**src/hdl/amtr_defines.svh**
```systemverilog
`ifndef AMTR_DEFINES_SVH
`define AMTR_DEFINES_SVH
`define AMTR_ADDR_W 12
`define AMTR_ADDR_FAULT_STATUS 12'h2C1
`define AMTR_ADDR_ALARM_SUPPRESS 12'h2C2
`define AMTR_ADDR_A_DUAL_TIME 12'h310
`define AMTR_ADDR_B_DUAL_TIME 12'h313
`define AMTR_ADDR_A_IL_INA_TIME 12'h314
`define AMTR_ADDR_B_IL_INA_TIME 12'h315
`define AMTR_ADDR_A_IL_INB_TIME 12'h31A
`define AMTR_ADDR_B_IL_INB_TIME 12'h31B
`define AMTR_ADDR_A_ZP_INA_OFFSET 12'h344
`define AMTR_ADDR_OPER_MODE 12'h3F0
`define AMTR_SUPPRESS_RESET 8'h05
`define AMTR_STATUS_RESET 8'h05
`define AMTR_BIT_DIVIDER 0
`define AMTR_BIT_REALIGN 2
`define AMTR_OFFSET_W 12
`define AMTR_NUM_TIME_TRIMS 6
`define AMTR_OPER_MODE_W 2
`endif

```
**src/hdl/amtr_pkg.sv**
```systemverilog
package amtr_pkg;
  typedef enum logic [1:0] {
    AMTR_MODE_DUAL,
    AMTR_MODE_INTERLEAVE_FG,
    AMTR_MODE_INTERLEAVE_BG,
    AMTR_MODE_SINGLE_OTHER
  } amtr_mode_e;
  typedef logic [7:0] amtr_byte_t;
endpackage : amtr_pkg

```
**src/hdl/amtr_fault_bit.sv**
```systemverilog
`timescale 1ns/100ps
`default_nettype none
module amtr_fault_bit (
  // Clock and reset.
  input wire logic clk,
  input wire logic rst,
  // Set and clear.
  input wire logic set_event,
  input wire logic clear_req,
  // Flag.
  output logic flag
);
  // Set beats clear so an event in the clearing cycle is not lost.
  always_ff @(posedge clk) begin
    if (rst) begin
      flag <= 1'b1;
    end else if (set_event) begin
      flag <= 1'b1;
    end else if (clear_req) begin
      flag <= 1'b0;
    end
  end
endmodule : amtr_fault_bit
`default_nettype wire

```
**src/hdl/amtr_regs.sv**
```systemverilog
// Overview of operation
// - Suppress bit 2 set keeps the phase-realign alarm out of the alarm flag.
// - Suppress bit 0 set keeps the divider-mismatch alarm out of the alarm flag.
// - Each timing trim is an 8-bit field setting one core's sampling instant.
// - Applied timing trim is chosen by core and operating mode.
// - Timing trims load their defaults from the fuse store at initialisation.
// - Software reads back and overwrites trims; written value then applies.
// - Dual mode: 0x310 drives core A, 0x313 drives core B.
// - Interleaved foreground mode: trim chosen by core and selected input.
// - Offset trim 0x344 applies to core A on input A, 0 degree, foreground.
// - Alarm flag high when any status bit is set and not suppressed.
// - Divider disagreement sets divider alarm; writing 1 clears it.
// - After reset every alarm status bit reads 1.
`timescale 1ns/100ps
`default_nettype none
`include "amtr_defines.svh"
module amtr_regs (
  // Clock and reset.
  input wire logic clk,
  input wire logic rst,
  // Register port.
  input wire logic [`AMTR_ADDR_W-1:0] reg_addr,
  input wire logic [15:0] reg_wdata,
  input wire logic reg_wr,
  input wire logic reg_rd,
  output logic [15:0] reg_rdata,
  // Fuse store.
  input wire logic fuse_load,
  input wire logic [7:0] fuse_a_dual_time,
  input wire logic [7:0] fuse_b_dual_time,
  input wire logic [7:0] fuse_a_il_ina_time,
  input wire logic [7:0] fuse_b_il_ina_time,
  input wire logic [7:0] fuse_a_il_inb_time,
  input wire logic [7:0] fuse_b_il_inb_time,
  input wire logic [15:0] fuse_a_zp_ina_offset,
  // Alarm sources.
  input wire logic divider_mismatch_in,
  input wire logic phase_realign_in,
  // Input select pin, 0 selects input A.
  input wire logic input_select_pin,
  // Alarm and trims.
  output logic alarm_flag,
  output logic [7:0] core_a_time_trim,
  output logic [7:0] core_b_time_trim,
  output logic [`AMTR_OFFSET_W-1:0] core_a_offset_trim,
  output logic core_a_offset_trim_en,
  output logic [8*`AMTR_NUM_TIME_TRIMS-1:0] time_trim_vec,
  output logic [15:0] offset_trim_vec
);
  logic [7:0] tt_q [`AMTR_NUM_TIME_TRIMS];
  logic [7:0] tt_fuse [`AMTR_NUM_TIME_TRIMS];
  logic [`AMTR_ADDR_W-1:0] tt_addr [`AMTR_NUM_TIME_TRIMS];
  logic [15:0] offset_q;
  logic [7:0] suppress;
  logic [`AMTR_OPER_MODE_W-1:0] oper_mode;
  logic [7:0] status;
  logic [1:0] div_sync;
  logic [1:0] realign_sync;
  logic [1:0] insel_sync;
  logic status_wr;
  logic [15:0] next_rdata;
  logic next_alarm;
  logic [7:0] next_a_time;
  logic [7:0] next_b_time;
  logic next_offset_en;
  logic is_dual_mode;
  logic is_fg_mode;

  assign tt_fuse[0] = fuse_a_dual_time;
  assign tt_fuse[1] = fuse_b_dual_time;
  assign tt_fuse[2] = fuse_a_il_ina_time;
  assign tt_fuse[3] = fuse_b_il_ina_time;
  assign tt_fuse[4] = fuse_a_il_inb_time;
  assign tt_fuse[5] = fuse_b_il_inb_time;
  assign tt_addr[0] = `AMTR_ADDR_A_DUAL_TIME;
  assign tt_addr[1] = `AMTR_ADDR_B_DUAL_TIME;
  assign tt_addr[2] = `AMTR_ADDR_A_IL_INA_TIME;
  assign tt_addr[3] = `AMTR_ADDR_B_IL_INA_TIME;
  assign tt_addr[4] = `AMTR_ADDR_A_IL_INB_TIME;
  assign tt_addr[5] = `AMTR_ADDR_B_IL_INB_TIME;

  // Pins and analog flags are outside the clock domain.
  always_ff @(posedge clk) begin
    if (rst) begin
      div_sync <= 2'h0;
      realign_sync <= 2'h0;
      insel_sync <= 2'h0;
    end else begin
      div_sync <= {div_sync[0], divider_mismatch_in};
      realign_sync <= {realign_sync[0], phase_realign_in};
      insel_sync <= {insel_sync[0], input_select_pin};
    end
  end

  genvar gi;
  generate
    for (gi = 0; gi < `AMTR_NUM_TIME_TRIMS; gi++) begin : g_tt
      amtr_trim_reg #(.WIDTH(8)) u_tt (
        .clk(clk),
        .rst(rst),
        .load(fuse_load),
        .fuse_value(tt_fuse[gi]),
        .wr(reg_wr && reg_addr == tt_addr[gi]),
        .wr_value(reg_wdata[7:0]),
        .value(tt_q[gi])
      );
    end
  endgenerate

  // Reserved upper bits are kept as written.
  amtr_trim_reg #(.WIDTH(16)) u_offset (
    .clk(clk),
    .rst(rst),
    .load(fuse_load),
    .fuse_value(fuse_a_zp_ina_offset),
    .wr(reg_wr && reg_addr == `AMTR_ADDR_A_ZP_INA_OFFSET),
    .wr_value(reg_wdata),
    .value(offset_q)
  );

  always_ff @(posedge clk) begin
    if (rst) begin
      suppress <= `AMTR_SUPPRESS_RESET;
    end else if (reg_wr && reg_addr == `AMTR_ADDR_ALARM_SUPPRESS) begin
      suppress <= reg_wdata[7:0];
    end
  end

  always_ff @(posedge clk) begin
    if (rst) begin
      oper_mode <= `AMTR_OPER_MODE_W'(amtr_pkg::AMTR_MODE_DUAL);
    end else if (reg_wr && reg_addr == `AMTR_ADDR_OPER_MODE) begin
      oper_mode <= reg_wdata[`AMTR_OPER_MODE_W-1:0];
    end
  end

  assign status_wr = reg_wr && reg_addr == `AMTR_ADDR_FAULT_STATUS;

  // Mode decodes, read only by the checks at the end of the module.
  assign is_dual_mode = oper_mode == `AMTR_OPER_MODE_W'(amtr_pkg::AMTR_MODE_DUAL);
  assign is_fg_mode = oper_mode == `AMTR_OPER_MODE_W'(amtr_pkg::AMTR_MODE_INTERLEAVE_FG);

  amtr_fault_bit u_div_alarm (
    .clk(clk),
    .rst(rst),
    .set_event(div_sync[1]),
    .clear_req(status_wr && reg_wdata[`AMTR_BIT_DIVIDER]),
    .flag(status[`AMTR_BIT_DIVIDER])
  );

  amtr_fault_bit u_realign_alarm (
    .clk(clk),
    .rst(rst),
    .set_event(realign_sync[1]),
    .clear_req(status_wr && reg_wdata[`AMTR_BIT_REALIGN]),
    .flag(status[`AMTR_BIT_REALIGN])
  );

  assign status[1] = 1'b0;
  assign status[7:3] = 5'h00;

  always_comb begin
    next_alarm = |(status & ~suppress);
  end

  // Trim selection by core, mode and input.
  always_comb begin
    next_a_time = tt_q[0];
    next_b_time = tt_q[1];
    next_offset_en = 1'b0;
    case (amtr_pkg::amtr_mode_e'(oper_mode))
      amtr_pkg::AMTR_MODE_DUAL: begin
        next_a_time = tt_q[0];
        next_b_time = tt_q[1];
      end
      amtr_pkg::AMTR_MODE_INTERLEAVE_FG: begin
        next_a_time = insel_sync[1] ? tt_q[4] : tt_q[2];
        next_b_time = insel_sync[1] ? tt_q[5] : tt_q[3];
        next_offset_en = !insel_sync[1];
      end
      default: begin
        next_a_time = tt_q[0];
        next_b_time = tt_q[1];
      end
    endcase
  end

  always_comb begin
    next_rdata = 16'h0000;
    case (reg_addr)
      `AMTR_ADDR_FAULT_STATUS: next_rdata = {8'h00, status};
      `AMTR_ADDR_ALARM_SUPPRESS: next_rdata = {8'h00, suppress};
      `AMTR_ADDR_A_DUAL_TIME: next_rdata = {8'h00, tt_q[0]};
      `AMTR_ADDR_B_DUAL_TIME: next_rdata = {8'h00, tt_q[1]};
      `AMTR_ADDR_A_IL_INA_TIME: next_rdata = {8'h00, tt_q[2]};
      `AMTR_ADDR_B_IL_INA_TIME: next_rdata = {8'h00, tt_q[3]};
      `AMTR_ADDR_A_IL_INB_TIME: next_rdata = {8'h00, tt_q[4]};
      `AMTR_ADDR_B_IL_INB_TIME: next_rdata = {8'h00, tt_q[5]};
      `AMTR_ADDR_A_ZP_INA_OFFSET: next_rdata = offset_q;
      `AMTR_ADDR_OPER_MODE: next_rdata = {14'h0000, oper_mode};
      default: next_rdata = 16'h0000;
    endcase
  end

  // Read data is held only in the cycle after the strobe.
  always_ff @(posedge clk) begin
    if (rst) begin
      reg_rdata <= 16'h0000;
    end else if (reg_rd) begin
      reg_rdata <= next_rdata;
    end else begin
      reg_rdata <= 16'h0000;
    end
  end

  always_ff @(posedge clk) begin
    if (rst) begin
      alarm_flag <= 1'b0;
      core_a_time_trim <= 8'h00;
      core_b_time_trim <= 8'h00;
      core_a_offset_trim <= 12'h000;
      core_a_offset_trim_en <= 1'b0;
    end else begin
      alarm_flag <= next_alarm;
      core_a_time_trim <= next_a_time;
      core_b_time_trim <= next_b_time;
      core_a_offset_trim <= offset_q[`AMTR_OFFSET_W-1:0];
      core_a_offset_trim_en <= next_offset_en;
    end
  end

  // Per-register outputs lag the stored value by one cycle so they come from a flop.
  always_ff @(posedge clk) begin
    if (rst) begin
      time_trim_vec <= '0;
      offset_trim_vec <= 16'h0000;
    end else begin
      for (int i = 0; i < `AMTR_NUM_TIME_TRIMS; i++) begin
        time_trim_vec[8*i +: 8] <= tt_q[i];
      end
      offset_trim_vec <= offset_q;
    end
  end

  realign_masked_a: assert property (@(posedge clk) disable iff (rst)
    (suppress[`AMTR_BIT_REALIGN] && !status[`AMTR_BIT_DIVIDER]) |=> !alarm_flag)
    else $error("realign alarm leaked through suppress");
  divider_masked_a: assert property (@(posedge clk) disable iff (rst)
    (suppress[`AMTR_BIT_DIVIDER] && !status[`AMTR_BIT_REALIGN]) |=> !alarm_flag)
    else $error("divider alarm leaked through suppress");
  alarm_flag_a: assert property (@(posedge clk) disable iff (rst)
    alarm_flag == $past(|(status & suppress ^ status)))
    else $error("alarm flag mismatch");
  realign_set_a: assert property (@(posedge clk) disable iff (rst)
    realign_sync[1] |=> status[`AMTR_BIT_REALIGN])
    else $error("realign alarm not set");
  divider_set_a: assert property (@(posedge clk) disable iff (rst)
    div_sync[1] |=> status[`AMTR_BIT_DIVIDER])
    else $error("divider alarm not set");
  divider_clear_a: assert property (@(posedge clk) disable iff (rst)
    (status_wr && reg_wdata[`AMTR_BIT_DIVIDER] && !div_sync[1]) |=> !status[`AMTR_BIT_DIVIDER])
    else $error("divider alarm not cleared");
  reset_status_a: assert property (@(posedge clk)
    rst |=> (status[`AMTR_BIT_DIVIDER] && status[`AMTR_BIT_REALIGN]))
    else $error("status not set after reset");
  suppress_reset_a: assert property (@(posedge clk)
    rst |=> suppress == `AMTR_SUPPRESS_RESET)
    else $error("suppress register not at reset value");
  fuse_offset_a: assert property (@(posedge clk) disable iff (rst)
    fuse_load |=> offset_q == $past(fuse_a_zp_ina_offset))
    else $error("offset fuse value not loaded");
  trim_hold_a: assert property (@(posedge clk) disable iff (rst)
    (!fuse_load && !(reg_wr && reg_addr == `AMTR_ADDR_A_DUAL_TIME)) |=> $stable(tt_q[0]))
    else $error("trim changed without a write");
  rdata_idle_a: assert property (@(posedge clk) disable iff (rst)
    !reg_rd |=> reg_rdata == 16'h0000)
    else $error("read data outside its cycle");
  dual_a_select_a: assert property (@(posedge clk) disable iff (rst)
    is_dual_mode |=> core_a_time_trim == $past(tt_q[0]))
    else $error("dual mode core A trim wrong");
  il_ina_select_a: assert property (@(posedge clk) disable iff (rst)
    (is_fg_mode && !insel_sync[1]) |=> core_a_time_trim == $past(tt_q[2]))
    else $error("interleave input A core A trim wrong");
  il_inb_select_a: assert property (@(posedge clk) disable iff (rst)
    (is_fg_mode && insel_sync[1]) |=> core_b_time_trim == $past(tt_q[5]))
    else $error("interleave input B core B trim wrong");
  offset_apply_a: assert property (@(posedge clk) disable iff (rst)
    (is_fg_mode && !insel_sync[1]) |=> core_a_offset_trim_en)
    else $error("offset trim not applied");
  offset_copy_a: assert property (@(posedge clk) disable iff (rst)
    1'b1 |=> offset_trim_vec == $past(offset_q))
    else $error("offset trim output stale");
  fuse_load_a: assert property (@(posedge clk) disable iff (rst)
    fuse_load |=> tt_q[0] == $past(fuse_a_dual_time))
    else $error("fuse value not loaded");
  trim_write_a: assert property (@(posedge clk) disable iff (rst)
    (reg_wr && !fuse_load && reg_addr == `AMTR_ADDR_B_DUAL_TIME)
    |=> ##1 time_trim_vec[15:8] == $past(reg_wdata[7:0], 2))
    else $error("written trim not presented");
  dual_select_a: assert property (@(posedge clk) disable iff (rst)
    is_dual_mode |=> core_b_time_trim == $past(tt_q[1]))
    else $error("dual mode core B trim wrong");
  offset_en_a: assert property (@(posedge clk) disable iff (rst)
    !is_fg_mode |=> !core_a_offset_trim_en)
    else $error("offset trim enabled outside foreground input A");
endmodule : amtr_regs
`default_nettype wire

```
**src/hdl/amtr_trim_reg.sv**
```systemverilog
`timescale 1ns/100ps
`default_nettype none
module amtr_trim_reg #(
  parameter int WIDTH = 8
) (
  // Clock and reset.
  input wire logic clk,
  input wire logic rst,
  // Fuse load.
  input wire logic load,
  input wire logic [WIDTH-1:0] fuse_value,
  // Software write.
  input wire logic wr,
  input wire logic [WIDTH-1:0] wr_value,
  // Stored value.
  output logic [WIDTH-1:0] value
);
  // A fuse load takes priority because it only happens during initialisation.
  always_ff @(posedge clk) begin
    if (rst) begin
      value <= '0;
    end else if (load) begin
      value <= fuse_value;
    end else if (wr) begin
      value <= wr_value;
    end
  end
endmodule : amtr_trim_reg
`default_nettype wire

```
**config.mk**
```make
export PLATFORM = sky130hd
export DESIGN_NAME = amtr_regs
export DESIGN_NICKNAME = d
export VERILOG_FILES = /design/src/hdl/amtr_pkg.sv /design/src/hdl/amtr_fault_bit.sv /design/src/hdl/amtr_regs.sv /design/src/hdl/amtr_trim_reg.sv
export VERILOG_INCLUDE_DIRS = /design/src /design/src/hdl
export SDC_FILE = /design/constraint.sdc
export NUM_CORES = 1
export LEC_CHECK = 0
export BUFFER_PORTS_ARGS = -buffer_cell sky130_fd_sc_hd__buf_2
export CAP_MARGIN = 30
export CORE_MARGIN = 4
export CORE_UTILIZATION = 52
export CTS_CLUSTER_SIZE = 25
export DETAILED_ROUTE_END_ITERATION = 16
export GPL_TIMING_DRIVEN = 0
export MAX_ROUTING_LAYER = met4
export PLACE_DENSITY = 0.86
export SLEW_MARGIN = 20
export SYNTH_ARGS = -nofsm -noshare
export SYNTH_HDL_FRONTEND = slang
export SYNTH_HIERARCHICAL = 1
export SYNTH_SLANG_ARGS = --single-unit
```
**constraint.sdc**
```tcl
create_clock -name clk -period 2.8 [get_ports clk]
set_input_delay 0.56 -clock clk [delete_from_list [all_inputs] [get_ports clk]]
set_output_delay 0.56 -clock clk [all_outputs]
set_load 0.02 [all_outputs]
```
* Yosys cells after proc, flatten, opt, wreduce, memory -nomap -nowiden *
Index checks and enable logic that the tools add are counted.

storage, ports and cells
  bits in registers = 192
  output and inout port bits = 110
  input port bits = 100
  logic and storage cells = 81

operators by class
  equal/unequal tests = 11
  bitwise gates (word level) = 4
  reduce and logical (&&, ||, !) cells = 25
  multiplexer cells = 19

operators with widths
  operator              count
  $pmux 16 s10          1
  $mux 8                16
  $eq 12x10->1 const B  10
  $mux 16               2
  $reduce_bool 2->1     7
  $logic_and 1x1->1     12
  $and 3x8->8           1
  $not 8->8             1
  $reduce_or 2->1       4
  $reduce_or 8->1       1
  $eq 2x1->1 const B    1
  $not 1->1             2
  $logic_not 1->1       1

* Longest topological paths before layout *
  depth after elaboration = 4
  gate-level depth with buffers = 9
  depth with buffers taken out = 6

* Hierarchy *
Netlist, hierarchy kept.

by module, submodules not included
  module                             instances  sequential area each (µm²)  cells each  area an instance (µm²)
  amtr_regs                          1          2282.2                      425         4364.2
  amtr_trim_reg at g_tt[0].u_tt ...  6          160.2                       35          369.1
  amtr_trim_reg at u_offset          1          320.3                       71          805.8
  amtr_fault_bit                     2          20.0                        4           32.5

* Least setup slack after synthesis *
Ideal clock, no wire load.

  kind = input to register
  start point = input reg_addr[1]
  end point = register u_offset.value[10]
  setup time = 126 ps
  buffers on the path = 4
  slack = 391 ps
  required time = 2674 ps
  cell stages on the path = 9
  arrival = 2282 ps
  path through = buf_2 -> nor4b_2 -> and4_1 -> buf_2 -> and2_1 -> buf_6 -> buf_12 -> mux2i_1 -> a211oi_2

between the ends
  longest elaborated chain between the ends = 3

RTL lines
  element                      line                 source
  start: declaration           amtr_regs.sv:22      input wire logic [`AMTR_ADDR_W-1:0] reg_addr,
  $eq 12x10->1                 n/a
  $logic_and 1x1->1 (no line)  n/a
  $reduce_bool 2->1 (no line)  n/a
  end signal: assignment       amtr_trim_reg.sv:23  value <= fuse_value;
  end signal: assignment       amtr_trim_reg.sv:25  value <= wr_value;
  end: declaration             amtr_trim_reg.sv:16  output logic [WIDTH-1:0] value

No other way between the ends.
A chain may end at the register's enable or synchronous reset.

* Worst setup path in the final report *
  start point = input reg_addr[11]
  end point = register g_tt[1].u_tt.value[6]

between the ends
  longest elaborated chain between the ends = 3

RTL lines
  element                      line                 source
  $eq 12x10->1                 amtr_regs.sv:103     .wr(reg_wr && reg_addr == tt_addr[gi]),
  $logic_and 1x1->1            amtr_regs.sv:103
  $reduce_bool 2->1 (no line)  n/a
  end signal: assignment       amtr_trim_reg.sv:23
  end signal: assignment       amtr_trim_reg.sv:25
  end: declaration             amtr_trim_reg.sv:16

No other way between the ends.

==> metrics.md <==
| Metric | Value |
|---|---|
| Critical path buffers and inverters | 3 |
| Mapped Cells | 714 |
| Vias in the first global route | 6,133 |
| Asr flop ratio synth | 0% |
| Share of cells above drive strength 1 | 31.76% |
| Top cell type's share of synthesized area | 48.37% |
| Post-Layout Cell Count | 1,135 |
| Worst-Margin Slew | 0.7602 ns |
| DIE AREA | 0.01630 sq mm |
| H-tree depth | 4 |
| Warnings, synthesis | 6 |
| Crit share post-route | 88.24% |
| Initial Util | 53.46% |
| CTS max path bufs | 2 |
| Fmax | 404.7 MHz |
| DRT Wirelength | 22.08 mm |
| Worst path slowest cell | nor4_4 |
| DP Worst Slack | -0.2417 ns |
| Final Max Slew Viols | 0 |
| Final Cell Area | 0.009298 sq mm |
| Flop-to-flop setup slack | 0.83 ns |
| Grt ovf | 0 |
| Drt first pass iters | 6 |
| Core ar. | 0.01393 sq mm |
| Die width | 127.7 um |
| Unique cell type count in the Yosys netlist | 52 |
| Most common cell after layout, fill and taps aside | buf_2 |
| PwrDens | 607.3 mW/mm^2 |
| Share of total power in the clock network | 40.1% |
| Routed len/inst | 19.45 um |
| Crit path kind | input port to flop |
| Synthesized cell area | 0.007450 sq mm |
| Residual DRC count | 0 |
| RSZ-0062 raised after global routing | no |
| Max-capacitance violation count | 0 |
| Most frequent cells in the layout | buf_2 (214), dfxtp_1 (180), nor2b_1 (136), mux2i_1 (93), a211oi_1 (54) |
| Worst Setup End Kind | flop |
| Critical path data arrival time | 2.78 ns |
| Slew margin rel. | 49.19% |
| Post-synthesis sequential area ratio | 48.37% |
| Largest net degree at the start of global routing | 63 |
| Post-synth EDFFs | 0 |
| Peak VDD IR | 0.0004285 V |
| TritonCTS buffer count | 17 |
| Fill cells | 1,087 |
| Top delay family on crit path | simple AND/OR/NAND/NOR gates |
| Synth area leader | dfxtp_1 |
| Sequential fraction of design power | 49.3% |
| CTS tree | yes |
| Setup TNS | 0 ns |
| Post-CTS Repair Setup Buffers | 0 |
| CP Cell Sequence | buf_2 > nor4bb_1 > buf_2 > nand2_1 > nor4_4 > and2_1 > buf_6 > mux2i_1 > a211oi_1 |
| Hold Crit Endpoint | insel_sync[0] |
| Worst-path maximum fanout | 9 |
| I/O pins | 210 |
| Clk pin slew, worst setup/hold paths | 0.06 ns |
| Setup slack after layout | 0.3293 ns |
| Initial antenna violation count | 1 |
| 1st-iter DRT viols | 546 |
| CTS root buf | clkbuf_16 |
| CTS Hold Buffers Added | 0 |
| Hold Path Class | input port to flop |
| Required @ worst endpoint | 3.10 ns |
| Num rows | 43 |
| Gate power share | 10.6% |
| Total leakage power | 3.813 nW |
| Worst setup SP type | input port |
| Final nets | 1,041 |
| ANT nets after route | 0 |
| Placed Cells | 1,101 |
| Drt via density | 5.543 |
| Min Hold Slack | 0.3322 ns |
| P&R area growth vs syn | 24.81% |
| First-pass GRT wire length | 33.03 mm |
| Switching Fraction | 26.19% |
| Final Hold Fails | 0 |
| Seq cells post-synth | 180 |
| Final GP Congestion | 0.9443 |
| Final Skew | 0.008343 ns |
| Avg Synthesized Cell Area | 10.43 sq um |
| Min cycle time layout | 2.471 ns |
| Clk sink count | 180 |
| PortBufs | 207 |
| Hold_sp | input_select_pin |
| Post-CTS resize count | 0 |
| Final Setup Violations | 0 |
| Main synth FF type | dfxtp_1 |
| Worst Reg-to-Reg Cells | 4 |
| Placed cell area | 0.008711 sq mm |
| Dominant cells by area after synthesis | dfxtp_1 (48%), mux2i_1 (12%), nor2b_1 (11%) |
| CP most frequent cell | buf_2 |
| Skew-Pair Late Insertion Delay | 0.44 ns |
| Internal | 0.004168 W |
| Reg-to-Reg Start | insel_sync[1] |
| Detailed Place HPWL | 16.12 mm |
| Max incr delay on CP | 0.55 ns |
| Worst hold stages | 2 |
| Sw power | 0.001479 W |
| Die H | 127.7 um |
| GRT Total Usage | 27.36% |
| DR vias | 6,291 |
| Status | finished, final reports clean |
| Synthesized netlist net count | 814 |
| Reg2reg end | core_a_time_trim[0] |
-- flip-flops by register name, indices dropped and copies added, names as in the netlist --
signal,cells
alarm_flag,1
core_a_offset_trim,11
core_a_offset_trim_en,1
core_a_time_trim,8
core_b_time_trim,8
div_sync,2
g_tt.u_tt/value,48
insel_sync,2
offset_trim_vec,5
oper_mode,2
realign_sync,2
reg_rdata,16
suppress,8
time_trim_vec,48
u_div_alarm/flag,1
u_offset/value,16
u_realign_alarm/flag,1
-- how the worst max path moves through the flow --
stage | cells past startpoint | slack, ns | startpoint | endpoint
after floorplan | 9 | 0.39 | reg_addr[1] | u_offset/value[10]
after global placement | 9 | -0.23 | reg_addr[11] | g_tt[1].u_tt/value[2]
after detailed placement | 9 | -0.24 | reg_addr[11] | g_tt[1].u_tt/value[5]
after CTS | 9 | 0.21 | reg_addr[11] | g_tt[1].u_tt/value[6]
after global routing | 9 | 0.23 | reg_addr[11] | g_tt[1].u_tt/value[3]
final | 9 | 0.33 | reg_addr[11] | g_tt[1].u_tt/value[6]
-- synthesized netlist by cell type (7+ instances only) --
| master | n |
|---|---|
| buf_6 | 8 |
| and2_1 | 12 |
| a211oi_2 | 10 |
| nand2_1 | 31 |
| a211oi_1 | 54 |
| clkbuf_1 | 17 |
| nor2b_1 | 136 |
| dfxtp_1 | 180 |
| buf_1 | 9 |
| and3_1 | 7 |
| buf_2 | 7 |
| a22oi_1 | 13 |
| buf_4 | 13 |
| inv_1 | 7 |
| mux2i_1 | 93 |
| o21ai_0 | 19 |
| nor2_1 | 17 |
-- power groups by stage --
stage / Clock [W] / Sequential (W) / Combinational (W)
floorplan: 0 / 0.00286 / 0.000282
global placement: 0 / 0.00284 / 0.000572
detailed placement: 0 / 0.00284 / 0.000584
CTS: 0.00228 / 0.00278 / 0.000589
global route: 0.00241 / 0.00279 / 0.000639
finish: 0.00227 / 0.00279 / 0.000596
-- routing by layer --
layer  global-route usage [%]  share of wire [%]  vias up
li1                         -                  -     2966
met5                        -                  0        -
met3                    7.292                8.3       43
met1                    33.39                 41     2984
met4                    9.551                2.6        0
met2                    44.04                 48      298
-- logic make-up (layout without fill, tap and decap cells) --
logic type | Yosys count | in the layout | share of synthesized area (%)
and+or+nand+nor | 235 | 235 | 19.20
buffers and inverters | 68 | 308 | 5.223
DFF | 180 | 180 | 48.37
other | 0 | 1 | 0
AOI/OAI and AO/OA | 137 | 137 | 14.56
muxes | 94 | 94 | 12.65
-- metrics by stage --
stage,util [%],total power (W)
detailed placement,62.51,0.003421
floorplan,-,0.003145
global route,66.72,0.005841
global placement,62.51,0.003407
CTS,66.50,0.005654
finish,66.72,0.005647
-- area by class of cell --
class	instances	area (sq um)	area share (%)
inverters	13	48.80	0.5248
diodes	1	2.502	0.02691
flip-flops and latches	180	3603	38.76
well taps	180	225.2	2.422
multi-input cells	466	3466	37.28
clock inverters	13	122.6	1.319
repair buffers	208	1056	11.36
plain buffers	55	340.3	3.660
clock buffers	19	432.9	4.656
Power figures use the tool's default switching activity.
